===== config.mk =====
export PLATFORM = sky130hd
export DESIGN_NAME = afe_measurement_control
export DESIGN_NICKNAME = d
export VERILOG_FILES = /design/src/rtl/afe_measurement_control.v /design/src/rtl/conv_sequencer.v
export VERILOG_INCLUDE_DIRS = /design/src /design/src/rtl
export SDC_FILE = /design/constraint.sdc
export NUM_CORES = 1
export LEC_CHECK = 0
export ABC_CLOCK_PERIOD_IN_PS = 1700
export BUFFER_PORTS_ARGS = -buffer_cell sky130_fd_sc_hd__buf_2
export CAP_MARGIN = 40
export CORE_MARGIN = 5
export CORE_UTILIZATION = 51
export DETAILED_ROUTE_END_ITERATION = 6
export PLACE_DENSITY = 0.75
export SYNTH_ARGS = -nofsm -noshare
export SYNTH_HDL_FRONTEND = slang
export SYNTH_SLANG_ARGS = --single-unit

===== constraint.sdc =====
create_clock -name CLK_IN -period 1.7 [get_ports CLK_IN]
set_clock_uncertainty 0.2 [all_clocks]
set_input_delay 0.255 -clock CLK_IN [delete_from_list [all_inputs] [get_ports CLK_IN]]
set_output_delay 0.255 -clock CLK_IN [all_outputs]
set_load 0.05 [all_outputs]

===== src/rtl/afe_consts.vh =====
// Purpose: Shared offsets, field positions and reset values
// Assumes: Byte-wide registers on a 6-bit register address
// Notes:   Definitions only
`ifndef AFE_CONSTS_VH
`define AFE_CONSTS_VH

// ----------------------------------------
// Register offsets
// ----------------------------------------
`define OFS_MEASUREMENT_CONTROL  6'h00
`define OFS_AMP_RESULT_LOW       6'h02
`define OFS_AMP_RESULT_HIGH      6'h03
`define OFS_AUX_RESULT_LOW       6'h04
`define OFS_AUX_RESULT_HIGH      6'h05
`define OFS_TEMP_RESULT_LOW      6'h06
`define OFS_TEMP_RESULT_HIGH     6'h07
`define OFS_BIAS_SWITCH_CONNECT  6'h0F
`define OFS_BIAS_LEVEL_SELECT    6'h10
`define OFS_INPUT_PATH_CONNECT   6'h11
`define OFS_BLOCK_POWER_CONTROL  6'h12
`define OFS_BLOCK_CONTROL_REG    6'h13

// ----------------------------------------
// Field positions
// ----------------------------------------
`define BIT_MODE                 0
`define BIT_SRC_LO               1
`define BIT_SRC_HI               2
`define BIT_START                3
`define BIT_LADDER_TO_TIA        5
`define BIT_LADDER_TO_POT        4
`define BIT_TIA_SENSOR_SEL       6
`define BIT_POT_SENSOR_SEL       5
`define BIT_LADDER_OUT_SEL       3
`define BIT_GAIN_STAGE_EN            2
`define BIT_PWR_LADDER           7
`define BIT_PWR_TIA              6
`define BIT_PWR_POT              5
`define BIT_PWR_OSCILLATOR       4
`define BIT_SHORT_SWITCH         0
`define BIT_DIAGNOSTIC           1
`define BIT_BIAS_REF_SEL         2
`define BIT_TOPOLOGY             3
`define BIT_CLOCK_RUN            4
`define BIT_GAIN_LO              5
`define BIT_GAIN_HI              6

// ----------------------------------------
// Codes and reset values
// ----------------------------------------
`define SRC_TEMP                 2'h0
`define SRC_AMP                  2'h1
`define SRC_AUX                  2'h2
`define TEMP_RESULT_BITS         10
`define RST_BYTE                 8'h00
`define RST_BLOCK_CONTROL        8'h10
`define RST_RESULT               16'h0000

`endif


===== src/rtl/afe_measurement_control.v =====
// Purpose: Register file and measurement sequencing of the sensor front end
// Assumes: Host register port and converter handshake on CLK_IN
// Notes:   Analog controls are plain register-driven levels
// Summary of operation
// RULE1: Source code 00 routes temperature sensor
// RULE2: Source code 01 routes amplifier path
// RULE3: Source code 10 routes auxiliary input via gain_stage
// RULE4: Mode bit 0 gives one conversion per start
// RULE5: Start bit self-clears when conversion completes; the code clears it only with mode bit 0
// RULE6: Temperature result 10 bits at 0x06/0x07
// RULE7: Amplifier result 16 bits at 0x02/0x03
// RULE8: Auxiliary result 16 bits at 0x04/0x05
// RULE9: Bit 5 closes ladder to transimpedance switch
// RULE10: Bit 4 closes ladder to potentiostat switch
// RULE11: Bit 6 selects sensor into transimpedance amp
// RULE12: Bit 5 sensor or ground on potentiostat input
// RULE13: Bit 3 ladder/aux select, bit 2 gain_stage enable
// RULE14: Bias taps from bits 7:5 and 4:0
// RULE15: Upper power bits power analog blocks
// RULE16: Control bit drives electrode shorting switch
// RULE17: Diagnostic bit offsets the transimpedance amp
// RULE18: Reference select 0 closes internal reference switch
// RULE19: Topology bit picks non-inverting or instrumentation
// RULE20: Two-bit gain code selects 1,2,4,8
// RULE21: Clock stopped idle accepts only two registers
// RULE22: Results hold until same source completes again
`timescale 1ns/1ps
`include "afe_consts.vh"

module afe_measurement_control (
  input  wire        CLK_IN,
  input  wire        RST_N_IN,
  input  wire [5:0]  REG_ADDR_IN,
  input  wire [7:0]  REG_WDATA_IN,
  input  wire        REG_WR_IN,
  input  wire        REG_RD_IN,
  output reg  [7:0]  REG_RDATA_OUT,
  input  wire        CONV_DONE_IN,
  input  wire [15:0] CONV_DATA_IN,
  output wire        CONV_REQ_OUT,
  output wire [1:0]  CONV_SRC_OUT,
  output reg         CONV_COMPLETE_OUT,
  output wire        CLOCK_RUN_OUT,
  output reg         SRC_TEMP_OUT,
  output reg         SRC_AMP_OUT,
  output reg         SRC_AUX_OUT,
  output wire        LADDER_TO_TIA_SWITCH_OUT,
  output wire        LADDER_TO_POTENTIOSTAT_SWITCH_OUT,
  output wire        TIA_SENSOR_INPUT_SELECT_OUT,
  output wire        POTENTIOSTAT_SENSOR_INPUT_SELECT_OUT,
  output wire        LADDER_OUTPUT_SELECT_OUT,
  output wire        GAIN_STAGE_ENABLE_OUT,
  output wire [2:0]  TIA_BIAS_TAP_OUT,
  output wire [4:0]  POTENTIOSTAT_BIAS_TAP_OUT,
  output wire        BIAS_LADDER_POWER_OUT,
  output wire        TIA_POWER_OUT,
  output wire        POTENTIOSTAT_POWER_OUT,
  output wire        OSCILLATOR_POWER_OUT,
  output wire        ELECTRODE_SHORTING_SWITCH_OUT,
  output wire        SENSOR_DIAGNOSTIC_OUT,
  output reg         INTERNAL_REFERENCE_SWITCH_OUT,
  output wire        GAIN_STAGE_TOPOLOGY_OUT,
  output wire [1:0]  GAIN_STAGE_GAIN_OUT
);

  // ----------------------------------------
  // Storage
  // ----------------------------------------
  reg  [7:0]  measurement_control_r;
  reg  [7:0]  bias_switch_connect_r;
  reg  [7:0]  bias_level_select_r;
  reg  [7:0]  input_path_connect_r;
  reg  [7:0]  block_power_control_r;
  reg  [7:0]  block_control_r;
  reg  [15:0] amp_result_r;
  reg  [15:0] aux_result_r;
  reg  [9:0]  temp_result_r;

  // ----------------------------------------
  // Internal nets
  // ----------------------------------------
  wire        seq_done;
  wire        seq_busy;
  wire        write_allowed;
  wire        clock_stopped;
  wire        sel_control;
  wire        sel_block_control;
  wire [1:0]  source_select;
  wire        conversion_mode_bit;
  wire        conversion_start;
  wire        seq_start;
  reg  [7:0]  rdata_nxt;
  wire        cfg_write;
  wire [2:0]  src_match;

  // ----------------------------------------
  // Field views
  // ----------------------------------------
  assign source_select       = measurement_control_r[`BIT_SRC_HI:`BIT_SRC_LO];
  assign conversion_mode_bit = measurement_control_r[`BIT_MODE];
  assign conversion_start    = measurement_control_r[`BIT_START];

  assign sel_control       = (REG_ADDR_IN == `OFS_MEASUREMENT_CONTROL);
  assign sel_block_control = (REG_ADDR_IN == `OFS_BLOCK_CONTROL_REG);

  // Clock considered stopped while idle with the run bit low
  assign clock_stopped = !seq_busy && !block_control_r[`BIT_CLOCK_RUN];
  assign write_allowed = !clock_stopped || sel_control
                         || sel_block_control; // [RULE21]

  // Configuration writes that the clock state lets through
  assign cfg_write     = REG_WR_IN && write_allowed; // [RULE21]

  // Start a new conversion only when none is running
  assign seq_start = conversion_start && !seq_busy && !seq_done;

  // ----------------------------------------
  // Conversion sequencer
  // ----------------------------------------
  conv_sequencer u_seq (
    .clk_in       (CLK_IN),
    .rst_n_in     (RST_N_IN),
    .start_in     (seq_start),
    .source_in    (source_select),
    .conv_done_in (CONV_DONE_IN),
    .conv_req_out (CONV_REQ_OUT),
    .conv_src_out (CONV_SRC_OUT),
    .done_out     (seq_done),
    .busy_out     (seq_busy)
  );

  // ----------------------------------------
  // Control register
  // ----------------------------------------
  always @(posedge CLK_IN or negedge RST_N_IN) begin
    if (!RST_N_IN) begin
      measurement_control_r <= `RST_BYTE;
    end else begin
      if (REG_WR_IN && sel_control) begin
        measurement_control_r <= {4'h0, REG_WDATA_IN[3:0]};
      end else if (seq_done && !conversion_mode_bit) begin
        // Host write in the same cycle wins over this clear
        measurement_control_r[`BIT_START] <= 1'b0; // [RULE4] [RULE5]
      end
    end
  end

  // ----------------------------------------
  // Configuration registers
  // ----------------------------------------
  always @(posedge CLK_IN or negedge RST_N_IN) begin
    if (!RST_N_IN) begin
      bias_switch_connect_r <= `RST_BYTE;
      bias_level_select_r   <= `RST_BYTE;
      input_path_connect_r  <= `RST_BYTE;
      block_power_control_r <= `RST_BYTE;
      block_control_r       <= `RST_BLOCK_CONTROL;
    end else if (cfg_write) begin // [RULE21]
      case (REG_ADDR_IN)
        `OFS_BIAS_SWITCH_CONNECT: begin
          bias_switch_connect_r <= REG_WDATA_IN;
        end
        `OFS_BIAS_LEVEL_SELECT: begin
          bias_level_select_r <= REG_WDATA_IN;
        end
        `OFS_INPUT_PATH_CONNECT: begin
          input_path_connect_r <= REG_WDATA_IN;
        end
        `OFS_BLOCK_POWER_CONTROL: begin
          block_power_control_r <= REG_WDATA_IN;
        end
        `OFS_BLOCK_CONTROL_REG: begin
          block_control_r <= {1'b0, REG_WDATA_IN[6:0]};
        end
        default: begin
          block_control_r <= block_control_r;
        end
      endcase
    end
  end

  // ----------------------------------------
  // Result capture
  // ----------------------------------------
  always @(posedge CLK_IN or negedge RST_N_IN) begin
    if (!RST_N_IN) begin
      amp_result_r  <= `RST_RESULT;
      aux_result_r  <= `RST_RESULT;
      temp_result_r <= 10'h000;
    end else if (seq_busy && CONV_DONE_IN) begin
      // Only the source that was converted is updated
      case (CONV_SRC_OUT)
        `SRC_TEMP: begin
          temp_result_r <= CONV_DATA_IN[9:0]; // [RULE6] [RULE22]
        end
        `SRC_AMP: begin
          amp_result_r <= CONV_DATA_IN; // [RULE7] [RULE22]
        end
        `SRC_AUX: begin
          aux_result_r <= CONV_DATA_IN; // [RULE8] [RULE22]
        end
        default: begin
          amp_result_r <= amp_result_r;
        end
      endcase
    end
  end

  // ----------------------------------------
  // Read data
  // ----------------------------------------
  always @* begin
    rdata_nxt = 8'h00;
    case (REG_ADDR_IN)
      `OFS_MEASUREMENT_CONTROL: begin
        rdata_nxt = measurement_control_r;
      end
      `OFS_AMP_RESULT_LOW: begin
        rdata_nxt = amp_result_r[7:0]; // [RULE7]
      end
      `OFS_AMP_RESULT_HIGH: begin
        rdata_nxt = amp_result_r[15:8]; // [RULE7]
      end
      `OFS_AUX_RESULT_LOW: begin
        rdata_nxt = aux_result_r[7:0]; // [RULE8]
      end
      `OFS_AUX_RESULT_HIGH: begin
        rdata_nxt = aux_result_r[15:8]; // [RULE8]
      end
      `OFS_TEMP_RESULT_LOW: begin
        rdata_nxt = temp_result_r[7:0]; // [RULE6]
      end
      `OFS_TEMP_RESULT_HIGH: begin
        rdata_nxt = {6'h00, temp_result_r[9:8]}; // [RULE6]
      end
      `OFS_BIAS_SWITCH_CONNECT: begin
        rdata_nxt = bias_switch_connect_r;
      end
      `OFS_BIAS_LEVEL_SELECT: begin
        rdata_nxt = bias_level_select_r;
      end
      `OFS_INPUT_PATH_CONNECT: begin
        rdata_nxt = input_path_connect_r;
      end
      `OFS_BLOCK_POWER_CONTROL: begin
        rdata_nxt = block_power_control_r;
      end
      `OFS_BLOCK_CONTROL_REG: begin
        rdata_nxt = block_control_r;
      end
      default: begin
        rdata_nxt = 8'h00;
      end
    endcase
  end

  always @(posedge CLK_IN or negedge RST_N_IN) begin
    if (!RST_N_IN) begin
      REG_RDATA_OUT <= 8'h00;
    end else if (REG_RD_IN) begin
      REG_RDATA_OUT <= rdata_nxt;
    end
  end

  // ----------------------------------------
  // Source match, one entry per route
  // ----------------------------------------
  genvar src_idx;

  generate
    for (src_idx = 0; src_idx < 3; src_idx = src_idx + 1) begin : g_src_match
      assign src_match[src_idx] = ({30'h00000000, source_select} == src_idx);
    end
  endgenerate

  // ----------------------------------------
  // Source routing and status
  // ----------------------------------------
  always @(posedge CLK_IN or negedge RST_N_IN) begin
    if (!RST_N_IN) begin
      SRC_TEMP_OUT                  <= 1'b0;
      SRC_AMP_OUT                   <= 1'b0;
      SRC_AUX_OUT                   <= 1'b0;
      CONV_COMPLETE_OUT             <= 1'b0;
      INTERNAL_REFERENCE_SWITCH_OUT <= 1'b0;
    end else begin
      SRC_TEMP_OUT <= src_match[`SRC_TEMP]; // [RULE1]
      SRC_AMP_OUT  <= src_match[`SRC_AMP];  // [RULE2]
      SRC_AUX_OUT  <= src_match[`SRC_AUX];  // [RULE3]
      CONV_COMPLETE_OUT <= seq_done;
      INTERNAL_REFERENCE_SWITCH_OUT <=
        !block_control_r[`BIT_BIAS_REF_SEL]; // [RULE18]
    end
  end

  // ----------------------------------------
  // Analog control levels
  // ----------------------------------------
  assign LADDER_TO_TIA_SWITCH_OUT =
    bias_switch_connect_r[`BIT_LADDER_TO_TIA]; // [RULE9]
  assign LADDER_TO_POTENTIOSTAT_SWITCH_OUT =
    bias_switch_connect_r[`BIT_LADDER_TO_POT]; // [RULE10]
  assign TIA_SENSOR_INPUT_SELECT_OUT =
    input_path_connect_r[`BIT_TIA_SENSOR_SEL]; // [RULE11]
  assign POTENTIOSTAT_SENSOR_INPUT_SELECT_OUT =
    input_path_connect_r[`BIT_POT_SENSOR_SEL]; // [RULE12]
  assign LADDER_OUTPUT_SELECT_OUT =
    input_path_connect_r[`BIT_LADDER_OUT_SEL]; // [RULE13]
  assign GAIN_STAGE_ENABLE_OUT =
    input_path_connect_r[`BIT_GAIN_STAGE_EN]; // [RULE13]

  // ----------------------------------------
  // Bias ladder taps
  // ----------------------------------------
  assign TIA_BIAS_TAP_OUT          = bias_level_select_r[7:5]; // [RULE14]
  assign POTENTIOSTAT_BIAS_TAP_OUT = bias_level_select_r[4:0]; // [RULE14]

  // ----------------------------------------
  // Block power
  // ----------------------------------------
  assign BIAS_LADDER_POWER_OUT =
    block_power_control_r[`BIT_PWR_LADDER]; // [RULE15]
  assign TIA_POWER_OUT =
    block_power_control_r[`BIT_PWR_TIA]; // [RULE15]
  assign POTENTIOSTAT_POWER_OUT =
    block_power_control_r[`BIT_PWR_POT]; // [RULE15]
  assign OSCILLATOR_POWER_OUT =
    block_power_control_r[`BIT_PWR_OSCILLATOR]; // [RULE15]

  // ----------------------------------------
  // Block control fields
  // ----------------------------------------
  assign ELECTRODE_SHORTING_SWITCH_OUT =
    block_control_r[`BIT_SHORT_SWITCH]; // [RULE16]
  assign SENSOR_DIAGNOSTIC_OUT =
    block_control_r[`BIT_DIAGNOSTIC]; // [RULE17]
  assign GAIN_STAGE_TOPOLOGY_OUT =
    block_control_r[`BIT_TOPOLOGY]; // [RULE19]
  assign GAIN_STAGE_GAIN_OUT =
    block_control_r[`BIT_GAIN_HI:`BIT_GAIN_LO]; // [RULE20]
  assign CLOCK_RUN_OUT = block_control_r[`BIT_CLOCK_RUN];

endmodule


===== src/rtl/conv_sequencer.v =====
// Purpose: Runs one converter request per start and reports completion
// Assumes: Converter done and data arrive on the system clock
// Notes:   Source is frozen for the whole conversion
`timescale 1ns/1ps
`include "afe_consts.vh"

module conv_sequencer (
  input  wire        clk_in,
  input  wire        rst_n_in,
  input  wire        start_in,
  input  wire [1:0]  source_in,
  input  wire        conv_done_in,
  output reg         conv_req_out,
  output reg  [1:0]  conv_src_out,
  output reg         done_out,
  output wire        busy_out
);

  // ----------------------------------------
  // States
  // ----------------------------------------
  localparam ST_IDLE = 1'b0;
  localparam ST_BUSY = 1'b1;

  reg state_r;
  reg state_nxt;

  assign busy_out = state_r;

  always @* begin
    state_nxt = state_r;
    case (state_r)
      ST_IDLE: begin
        if (start_in) begin
          state_nxt = ST_BUSY;
        end
      end
      ST_BUSY: begin
        if (conv_done_in) begin
          state_nxt = ST_IDLE;
        end
      end
      default: begin
        state_nxt = ST_IDLE;
      end
    endcase
  end

  always @(posedge clk_in or negedge rst_n_in) begin
    if (!rst_n_in) begin
      state_r      <= ST_IDLE;
      conv_req_out <= 1'b0;
      conv_src_out <= `SRC_TEMP;
      done_out     <= 1'b0;
    end else begin
      state_r  <= state_nxt;
      done_out <= (state_r == ST_BUSY) && conv_done_in;
      if ((state_r == ST_IDLE) && start_in) begin
        conv_req_out <= 1'b1;
        conv_src_out <= source_in;
      end else if (conv_done_in) begin
        conv_req_out <= 1'b0;
      end
    end
  end

endmodule

==> out/qor.log, run 1 <==
[die] I/O Pins 75
[place] DP Wirelength 9.56 mm
[outcome] result of the run complete, but fails checks
[clock_tree] maximum root-to-sink buffer count 2
[worst_hold_path] class of the tightest hold or removal check input pin to flop
[die] effective utilization at floorplan 0.526
[power] total leakage power 0.00317 uW
[sta] final period utilization 1.09
[drt] Initial DRT Pass Iterations 5
[drt] DR vias/cell 5.76
[critical_path] highest net fanout along the worst path 6
[outcome] failing checks setup timing
[logic_synthesis] part of the Yosys area used for sequential elements 0.525
[critical_path] endpoint type of the worst setup path flop
[final_layout] leading cell types in the layout, fill and taps excluded 100 x sky130_fd_sc_hd__dfrtp_1, 71 x sky130_fd_sc_hd__buf_2, 52 x sky130_fd_sc_hd__mux2_2, 41 x sky130_fd_sc_hd__buf_4, 32 x sky130_fd_sc_hd__mux2_4
[clock_tree] clock-pin slew reported for the worst setup and hold paths after clock tree synthesis 0.11 ns
[clock_tree] TritonCTS Buffers 9
[sta] Max-slew headroom 0.722
[die] standard-cell row count 35
[critical_path] launching instance or port of the critical path REG_ADDR_IN[0]
[critical_path] critical setup path kind input pin to flop
[logic_synthesis] count of flip-flops with a built-in enable after synthesis 0
[drt] Routed wire per std cell 20.1 um
[critical_path] required time reported for the critical path endpoint 1.76 ns
[critical_path] reg-to-reg critical path startpoint u_seq.busy_out
[logic_synthesis] fraction of registers with async set or reset after synthesis 1.00
[drt] vias post-DR 3,792
[logic_synthesis] post-synth net total 420
[place] input/output buffers 74
[drt] number of nets still failing antenna checks after routing 0
[sta] number of failing setup endpoints in the final timing report 37
[final_layout] share of the core filled with cells in the final layout 0.691
[logic_synthesis] top post-synthesis cells by area sky130_fd_sc_hd__dfrtp_1 52%, sky130_fd_sc_hd__mux2_2 12%, sky130_fd_sc_hd__mux2_4 8.9%
[global_route] global-route total usage across every layer 0.233
[final_layout] number of fill cells 673
[drt] iteration-0 DRC count of the detailed router 256
[job] Max Cap Violations 0
[power] Worst VDD drop 768 uV
[sta] total count of hold-check failures in the final report 0
[logic_synthesis] post-synthesis cell type with the largest combined area sky130_fd_sc_hd__dfrtp_1
[clock_tree] Num Clock Sinks 103
[clock_tree] clock tree from TritonCTS built
[place] pre-CTS setup slack -0.536 ns
[global_route] number of antenna violations at the first check in global routing 0
[die] overall die area 11,700 sq um
[logic_synthesis] post-synthesis instance area 4910 sq um
[die] core region area 9330 sq um
[final_layout] number of nets in the final layout 559
[worst_hold_path] min-delay src REG_WDATA_IN[0]
[final_layout] area delta synth->final 31.2%
[place] weighted congestion at the end of routability-driven global placement 0.945
[sta] highest attainable clock frequency 539 MHz
[clock_tree] root buffer selected by CTS sky130_fd_sc_hd__clkbuf_8
[sta] unrepaired setup endpoints after global routing yes
[critical_path] Worst EP arrival 1.92 ns
[final_layout] most frequent standard cell in the layout excluding fill and tap cells sky130_fd_sc_hd__dfrtp_1
[sta] worst slew pin tran 0.415 ns
[logic_synthesis] Yosys Warn Count 0
[logic_synthesis] number of standard cells after synthesis 385
[die] overall die height 108 um
[final_layout] number of antenna cells inserted 0
[sta] Worst Hold Slack 0.00660 ns
[global_route] remaining global-route overflow 0
[global_route] maximum number of pins on one net before global-route repair 45
[final_layout] Finished Layout Cells 658
[critical_path] worst reg-to-reg path cell count 5
[logic_synthesis] synth unique cells 51
[worst_hold_path] number of cells on the worst hold path 2
[drt] Routed WL 13.2 mm
[clock_tree] clk_lat worst skew 0.37 ns
[die] width of the die 108 um
[sta] post-layout minimum cycle time 1.86 ns
[logic_synthesis] post-synthesis area per instance 12.8 sq um
[global_route] via count of the first global-routing pass 4,060
[sta] Max Transition Viols Final 0
[logic_synthesis] Yosys top cell area share 0.520
[sta] least setup slack across all paths after layout -0.156 ns
[sta] Setup TNS Final -3.92 ns
[final_layout] share of final-layout standard cells stronger than drive strength 1 0.490
[global_route] wire length of the first global-routing pass 21.0 mm
[logic_synthesis] FF+latch count, synth 103
[place] placed instance count 615
[clock_tree] H-tree level count 3
[drt] number of remaining DRC errors 0
[critical_path] element type at the critical path start input pin
[power] PwrDens 1100 nW/um^2
[logic_synthesis] top flip-flop cell by instance count after synthesis sky130_fd_sc_hd__dfrtp_1
-- routing by layer --
metal  GRT usage  vias up  share of wire
met5           0        -              0
met4      0.0812        0          0.023
met3      0.0442       33          0.060
met2       0.389      158           0.49
met1       0.304     1912           0.43
li1            -     1689              -
-- worst max-delay path: stages --
cell	delay, ns
sky130_fd_sc_hd__buf_6	0.09
sky130_fd_sc_hd__or4_4	0.57
sky130_fd_sc_hd__nor3_4	0.24
sky130_fd_sc_hd__o311a_1	0.27
sky130_fd_sc_hd__buf_4	0.18
sky130_fd_sc_hd__mux2_4	0.31
-- area by class of cell --
| cell class | instances | area, sq um | share of cell area |
|---|---|---|---|
| timing repair buffer | 150 | 1110 | 0.173 |
| clock buffer | 9 | 124 | 0.0192 |
| sequential | 103 | 2580 | 0.401 |
| clock inverter | 7 | 86.3 | 0.0134 |
| multi-input combinational | 236 | 2280 | 0.355 |
| inverter | 24 | 90.1 | 0.0140 |
| tap | 129 | 161 | 0.0251 |
-- metrics by stage --
stage,cell area [sq um],total power [uW]
CTS,6330,7110
global route,6440,7450
detailed placement,5830,5410
floorplan,5030,4730
global placement,5830,5330
finish,6440,7110
-- state kept, by name, summed over array words and instances (netlist names) --
name                           cells
measurement_control_r              4
SRC_TEMP_OUT                       1
CONV_COMPLETE_OUT                  1
u_seq.busy_out                     1
aux_result_r                      16
u_seq.done_out                     1
block_control_r                    7
INTERNAL_REFERENCE_SWITCH_OUT      1
input_path_connect_r               8
block_power_control_r              8
REG_RDATA_OUT                      8
amp_result_r                      16
SRC_AMP_OUT                        1
temp_result_r                     10
bias_level_select_r                8
u_seq.conv_src_out                 2
bias_switch_connect_r              8
u_seq.conv_req_out                 1
SRC_AUX_OUT                        1
-- synthesized netlist by cell type (3+ instances only) --
| cell | n |
|---|---|
| sky130_fd_sc_hd__and3_1 | 6 |
| sky130_fd_sc_hd__dfrtp_1 | 102 |
| sky130_fd_sc_hd__a21oi_1 | 12 |
| sky130_fd_sc_hd__nor2b_1 | 7 |
| sky130_fd_sc_hd__a31oi_1 | 5 |
| sky130_fd_sc_hd__o31ai_1 | 5 |
| sky130_fd_sc_hd__a222oi_1 | 3 |
| sky130_fd_sc_hd__a211oi_1 | 3 |
| sky130_fd_sc_hd__buf_6 | 4 |
| sky130_fd_sc_hd__nor4_1 | 4 |
| sky130_fd_sc_hd__buf_2 | 6 |
| sky130_fd_sc_hd__mux2i_1 | 13 |
| sky130_fd_sc_hd__o21ai_0 | 8 |
| sky130_fd_sc_hd__a2111oi_0 | 4 |
| sky130_fd_sc_hd__clkbuf_1 | 6 |
| sky130_fd_sc_hd__nor3_1 | 15 |
| sky130_fd_sc_hd__nand2b_1 | 7 |
| sky130_fd_sc_hd__mux2_2 | 52 |
| sky130_fd_sc_hd__mux2_1 | 3 |
| sky130_fd_sc_hd__inv_1 | 24 |
| sky130_fd_sc_hd__mux2_4 | 29 |
| sky130_fd_sc_hd__a221oi_1 | 7 |
| sky130_fd_sc_hd__nor2_1 | 8 |
| sky130_fd_sc_hd__o311a_1 | 4 |
| sky130_fd_sc_hd__buf_4 | 4 |
| sky130_fd_sc_hd__nand2_1 | 13 |
-- power breakdown --
part,switching [uW],total (uW),internal (uW)
clock,918,1630,715
sequential,446,3560,3110
combinational,1040,1920,872
total,2410,7110,4700
-- worst paths after layout --
| check | slack [ns] | end |
|---|---|---|
| max | -0.16 | bias_switch_connect_r[5] |
| min | 0.007 | bias_level_select_r[0] |
| max reg2reg | -0.06 | bias_switch_connect_r[5] |
| min reg2reg | 0.19 | CONV_COMPLETE_OUT |
| max in group asynchronous | 0.66 | amp_result_r[11] |
| min in group asynchronous | 0.11 | block_control_r[1] |
-- what timing repair did --
| item | in CTS | in global routing |
|---|---|---|
| buffers inserted | 1 | 1 |
| resized for setup | 7 | 22 |
| hold buffers | 24 | 0 |
| endpoints found under the hold margin | 162 | 0 |
| pin swaps | 2 | 5 |
| cloned | 0 | 1 |
| endpoints found under the setup margin | 41 | 42 |
-- kinds of logic after synthesis --
group / after synthesis / synth area share
DFF: 103 / 0.525
buffers and inverters: 46 / 0.0459
and+or+nand+nor: 78 / 0.0979
AOI/OAI and AO/OA: 61 / 0.0897
muxes: 97 / 0.241
No activity file was read; power rests on OpenSTA's default activity.
==> run 2, diff against run 1 <==
- ABC_CLOCK_PERIOD_IN_PS: 1700 -> 1620
- clock period: 1.7 -> 1.62 ns (I/O delays scaled with it)
==> run 2 against run 1 <==
  * The flow still finishes with violations (setup timing)
  * Final cell count up 1.4%
  * Worst hold slack better by 0.042 ns
  * Via count decreased by 0.84%
  * Core utilization increased by 3.4 points
  * Global-route usage is 0.16 points higher
  * Routed wire length rose by 4.7%
  * Highest routed layer unchanged
==> out/qor.log, run 2 (synthesis gave the netlist of run 1 again) <==
[power] Switching Power 2650 uW
[die] effective utilization at floorplan 0.526
[drt] iteration-0 DRC count of the detailed router 287
[sta] final period utilization 1.10
[critical_path] critical setup path kind input pin to flop
[critical_path] reg-to-reg critical path startpoint u_seq.busy_out
[power] switching portion of total power 0.345
[final_layout] leading cell types in the layout, fill and taps excluded 100 x sky130_fd_sc_hd__dfrtp_1, 66 x sky130_fd_sc_hd__buf_2, 53 x sky130_fd_sc_hd__mux2_4, 44 x sky130_fd_sc_hd__buf_4, 31 x sky130_fd_sc_hd__mux2_2
[global_route] via count of the first global-routing pass 3,931
[critical_path] endpoint type of the worst setup path flop
[clock_tree] root buffer selected by CTS sky130_fd_sc_hd__clkbuf_8
[critical_path] element type at the critical path start input pin
[die] standard-cell row count 35
[place] area of placed instances 5870 sq um
[drt] vias post-DR 3,760
[final_layout] most frequent standard cell in the layout excluding fill and tap cells sky130_fd_sc_hd__dfrtp_1
[sta] highest attainable clock frequency 562 MHz
[die] overall die area 11,700 sq um
[power] PwrDens 1130 nW/um^2
[power] sequential share of power 0.488
[critical_path] Worst EP arrival 1.85 ns
[final_layout] number of nets in the final layout 568
[critical_path] reg-to-reg setup timing slack -0.13 ns
[global_route] global-route total usage across every layer 0.234
[drt] Routed wire per std cell 20.7 um
[drt] DR vias/cell 5.64
[power] Tot Pwr 7670 uW
[worst_hold_path] class of the tightest hold or removal check input pin to flop
[die] I/O Pins 75
[drt] number of nets still failing antenna checks after routing 0
[final_layout] biggest regs amp_result_r: 16 flops, aux_result_r: 16 flops, temp_result_r: 10 flops
[sta] unrepaired setup endpoints after global routing yes
[final_layout] area delta synth->final 37.6%
[place] input/output buffers 74
[sta] total count of hold-check failures in the final report 0
[final_layout] number of antenna cells inserted 0
[die] overall die height 108 um
[clock_tree] TritonCTS Buffers 9
[place] DP Wirelength 9.41 mm
[clock_tree] clk_lat worst skew 0.38 ns
[sta] Max-slew headroom 0.583
[power] total leakage power 0.00338 uW
[final_layout] final design instance area without fill 6760 sq um
[clock_tree] Num Clock Sinks 103
[clock_tree] clock tree from TritonCTS built
[sta] worst slew pin tran 0.624 ns
[clock_tree] maximum root-to-sink buffer count 2
[global_route] maximum number of pins on one net before global-route repair 43
[sta] number of failing setup endpoints in the final timing report 37
[critical_path] R2R Path End block_power_control_r[3]
[power] total internal power 5020 uW
[place] weighted congestion at the end of routability-driven global placement 0.935
[global_route] number of antenna violations at the first check in global routing 0
[global_route] wire length of the first global-routing pass 21.0 mm
[critical_path] required time reported for the critical path endpoint 1.70 ns
[drt] Routed WL 13.8 mm
[power] Worst VDD drop 1000 uV
[outcome] result of the run complete, but fails checks
[sta] Worst Hold Slack 0.0483 ns
[clock_tree] clock-pin slew reported for the worst setup and hold paths after clock tree synthesis 0.11 ns
[global_route] remaining global-route overflow 0
[drt] Initial DRT Pass Iterations 5
[outcome] failing checks setup timing
[power] logic gate share of total power 0.306
[critical_path] worst reg-to-reg path cell count 5
[final_layout] share of final-layout standard cells stronger than drive strength 1 0.513
[job] Max Cap Violations 0
[drt] number of remaining DRC errors 0
[die] width of the die 108 um
[critical_path] highest net fanout along the worst path 5
[sta] least setup slack across all paths after layout -0.159 ns
[clock_tree] H-tree level count 3
[critical_path] capturing element of the worst setup path block_power_control_r[3]
[sta] post-layout minimum cycle time 1.78 ns
[final_layout] number of fill cells 625
[power] fraction of power consumed by the clock network 0.207
[sta] Max Transition Viols Final 0
[critical_path] launching instance or port of the critical path REG_ADDR_IN[1]
[die] core region area 9330 sq um
## run 2: changes by cell type in the layout (fill, tap and decap cells not counted), sizes merged
cell,delta
clkinv,+2
bufinv,-1
dlygate4sd3,+2
buf,+6
inv,-1
clkbuf,+1
## run 2: metrics by stage
stage | setup WS [ns] | TNS, ns | cells | util
2_1_floorplan | -0.391 | -14.63 | 385 | -
3_3_place_gp | -0.573 | -24.29 | 619 | 0.630
3_5_place_dp | -0.588 | -26.52 | 619 | 0.630
4_1_cts | -0.155 | -5.07 | 663 | 0.697
5_1_grt | -0.149 | -4.60 | 667 | 0.724
6_report | -0.159 | -4.50 | 667 | 0.724
## run 2: worst min path at each step
stage,from,to,slack [ns],cells past startpoint
floorplan,RST_N_IN,CONV_COMPLETE_OUT,-0.25,0
global placement,RST_N_IN,block_control_r[6],-0.02,1
detailed placement,RST_N_IN,block_control_r[5],-0.02,1
CTS,CONV_DONE_IN,u_seq.done_out,0.01,4
global route,REG_RD_IN,REG_RDATA_OUT[3],0.05,3
finish,REG_RD_IN,REG_RDATA_OUT[3],0.05,3
## run 2: area by class of cell
type,count,area [sq um],area share
repair buffers,159,1270,0.187
inverters,24,90.1,0.0133
flip-flops and latches,103,2580,0.382
clock inverters,7,65.1,0.00963
clock buffers,9,124,0.0183
well taps,129,161,0.0239
multi-input cells,236,2470,0.365
## run 2: power by group through the flow
| stage | clock (uW) | sequential (uW) | combinational [uW] |
|---|---|---|---|
| floorplan | 0 | 3960 | 1040 |
| global placement | 0 | 3710 | 1910 |
| detailed placement | 0 | 3750 | 1970 |
| CTS | 1610 | 3710 | 2120 |
| global route | 1740 | 3810 | 2490 |
| finish | 1580 | 3740 | 2350 |
## run 2: worst max-delay path, stage by stage
cell and delay (ns):
sky130_fd_sc_hd__buf_6 0.09, sky130_fd_sc_hd__or4_4 0.57, sky130_fd_sc_hd__nor3_4 0.25, sky130_fd_sc_hd__o311a_1 0.23, sky130_fd_sc_hd__buf_4 0.17, sky130_fd_sc_hd__mux2_4 0.30
## run 2: repair_timing
item,in CTS,in global routing
gates cloned,1,1
hold endpoints to repair,184,0
pin swaps,10,8
hold buffers,26,0
buffers inserted,1,4
setup endpoints to repair,81,67
gates resized for setup,33,51
## run 2: metal layers
metal / global-route usage / vias up / share of wire
met2: 0.389 / 138 / 0.49
met5: 0 / - / 0
met3: 0.0585 / 20 / 0.063
met1: 0.313 / 1899 / 0.43
met4: 0.0478 / 0 / 0.013
li1: - / 1703 / -
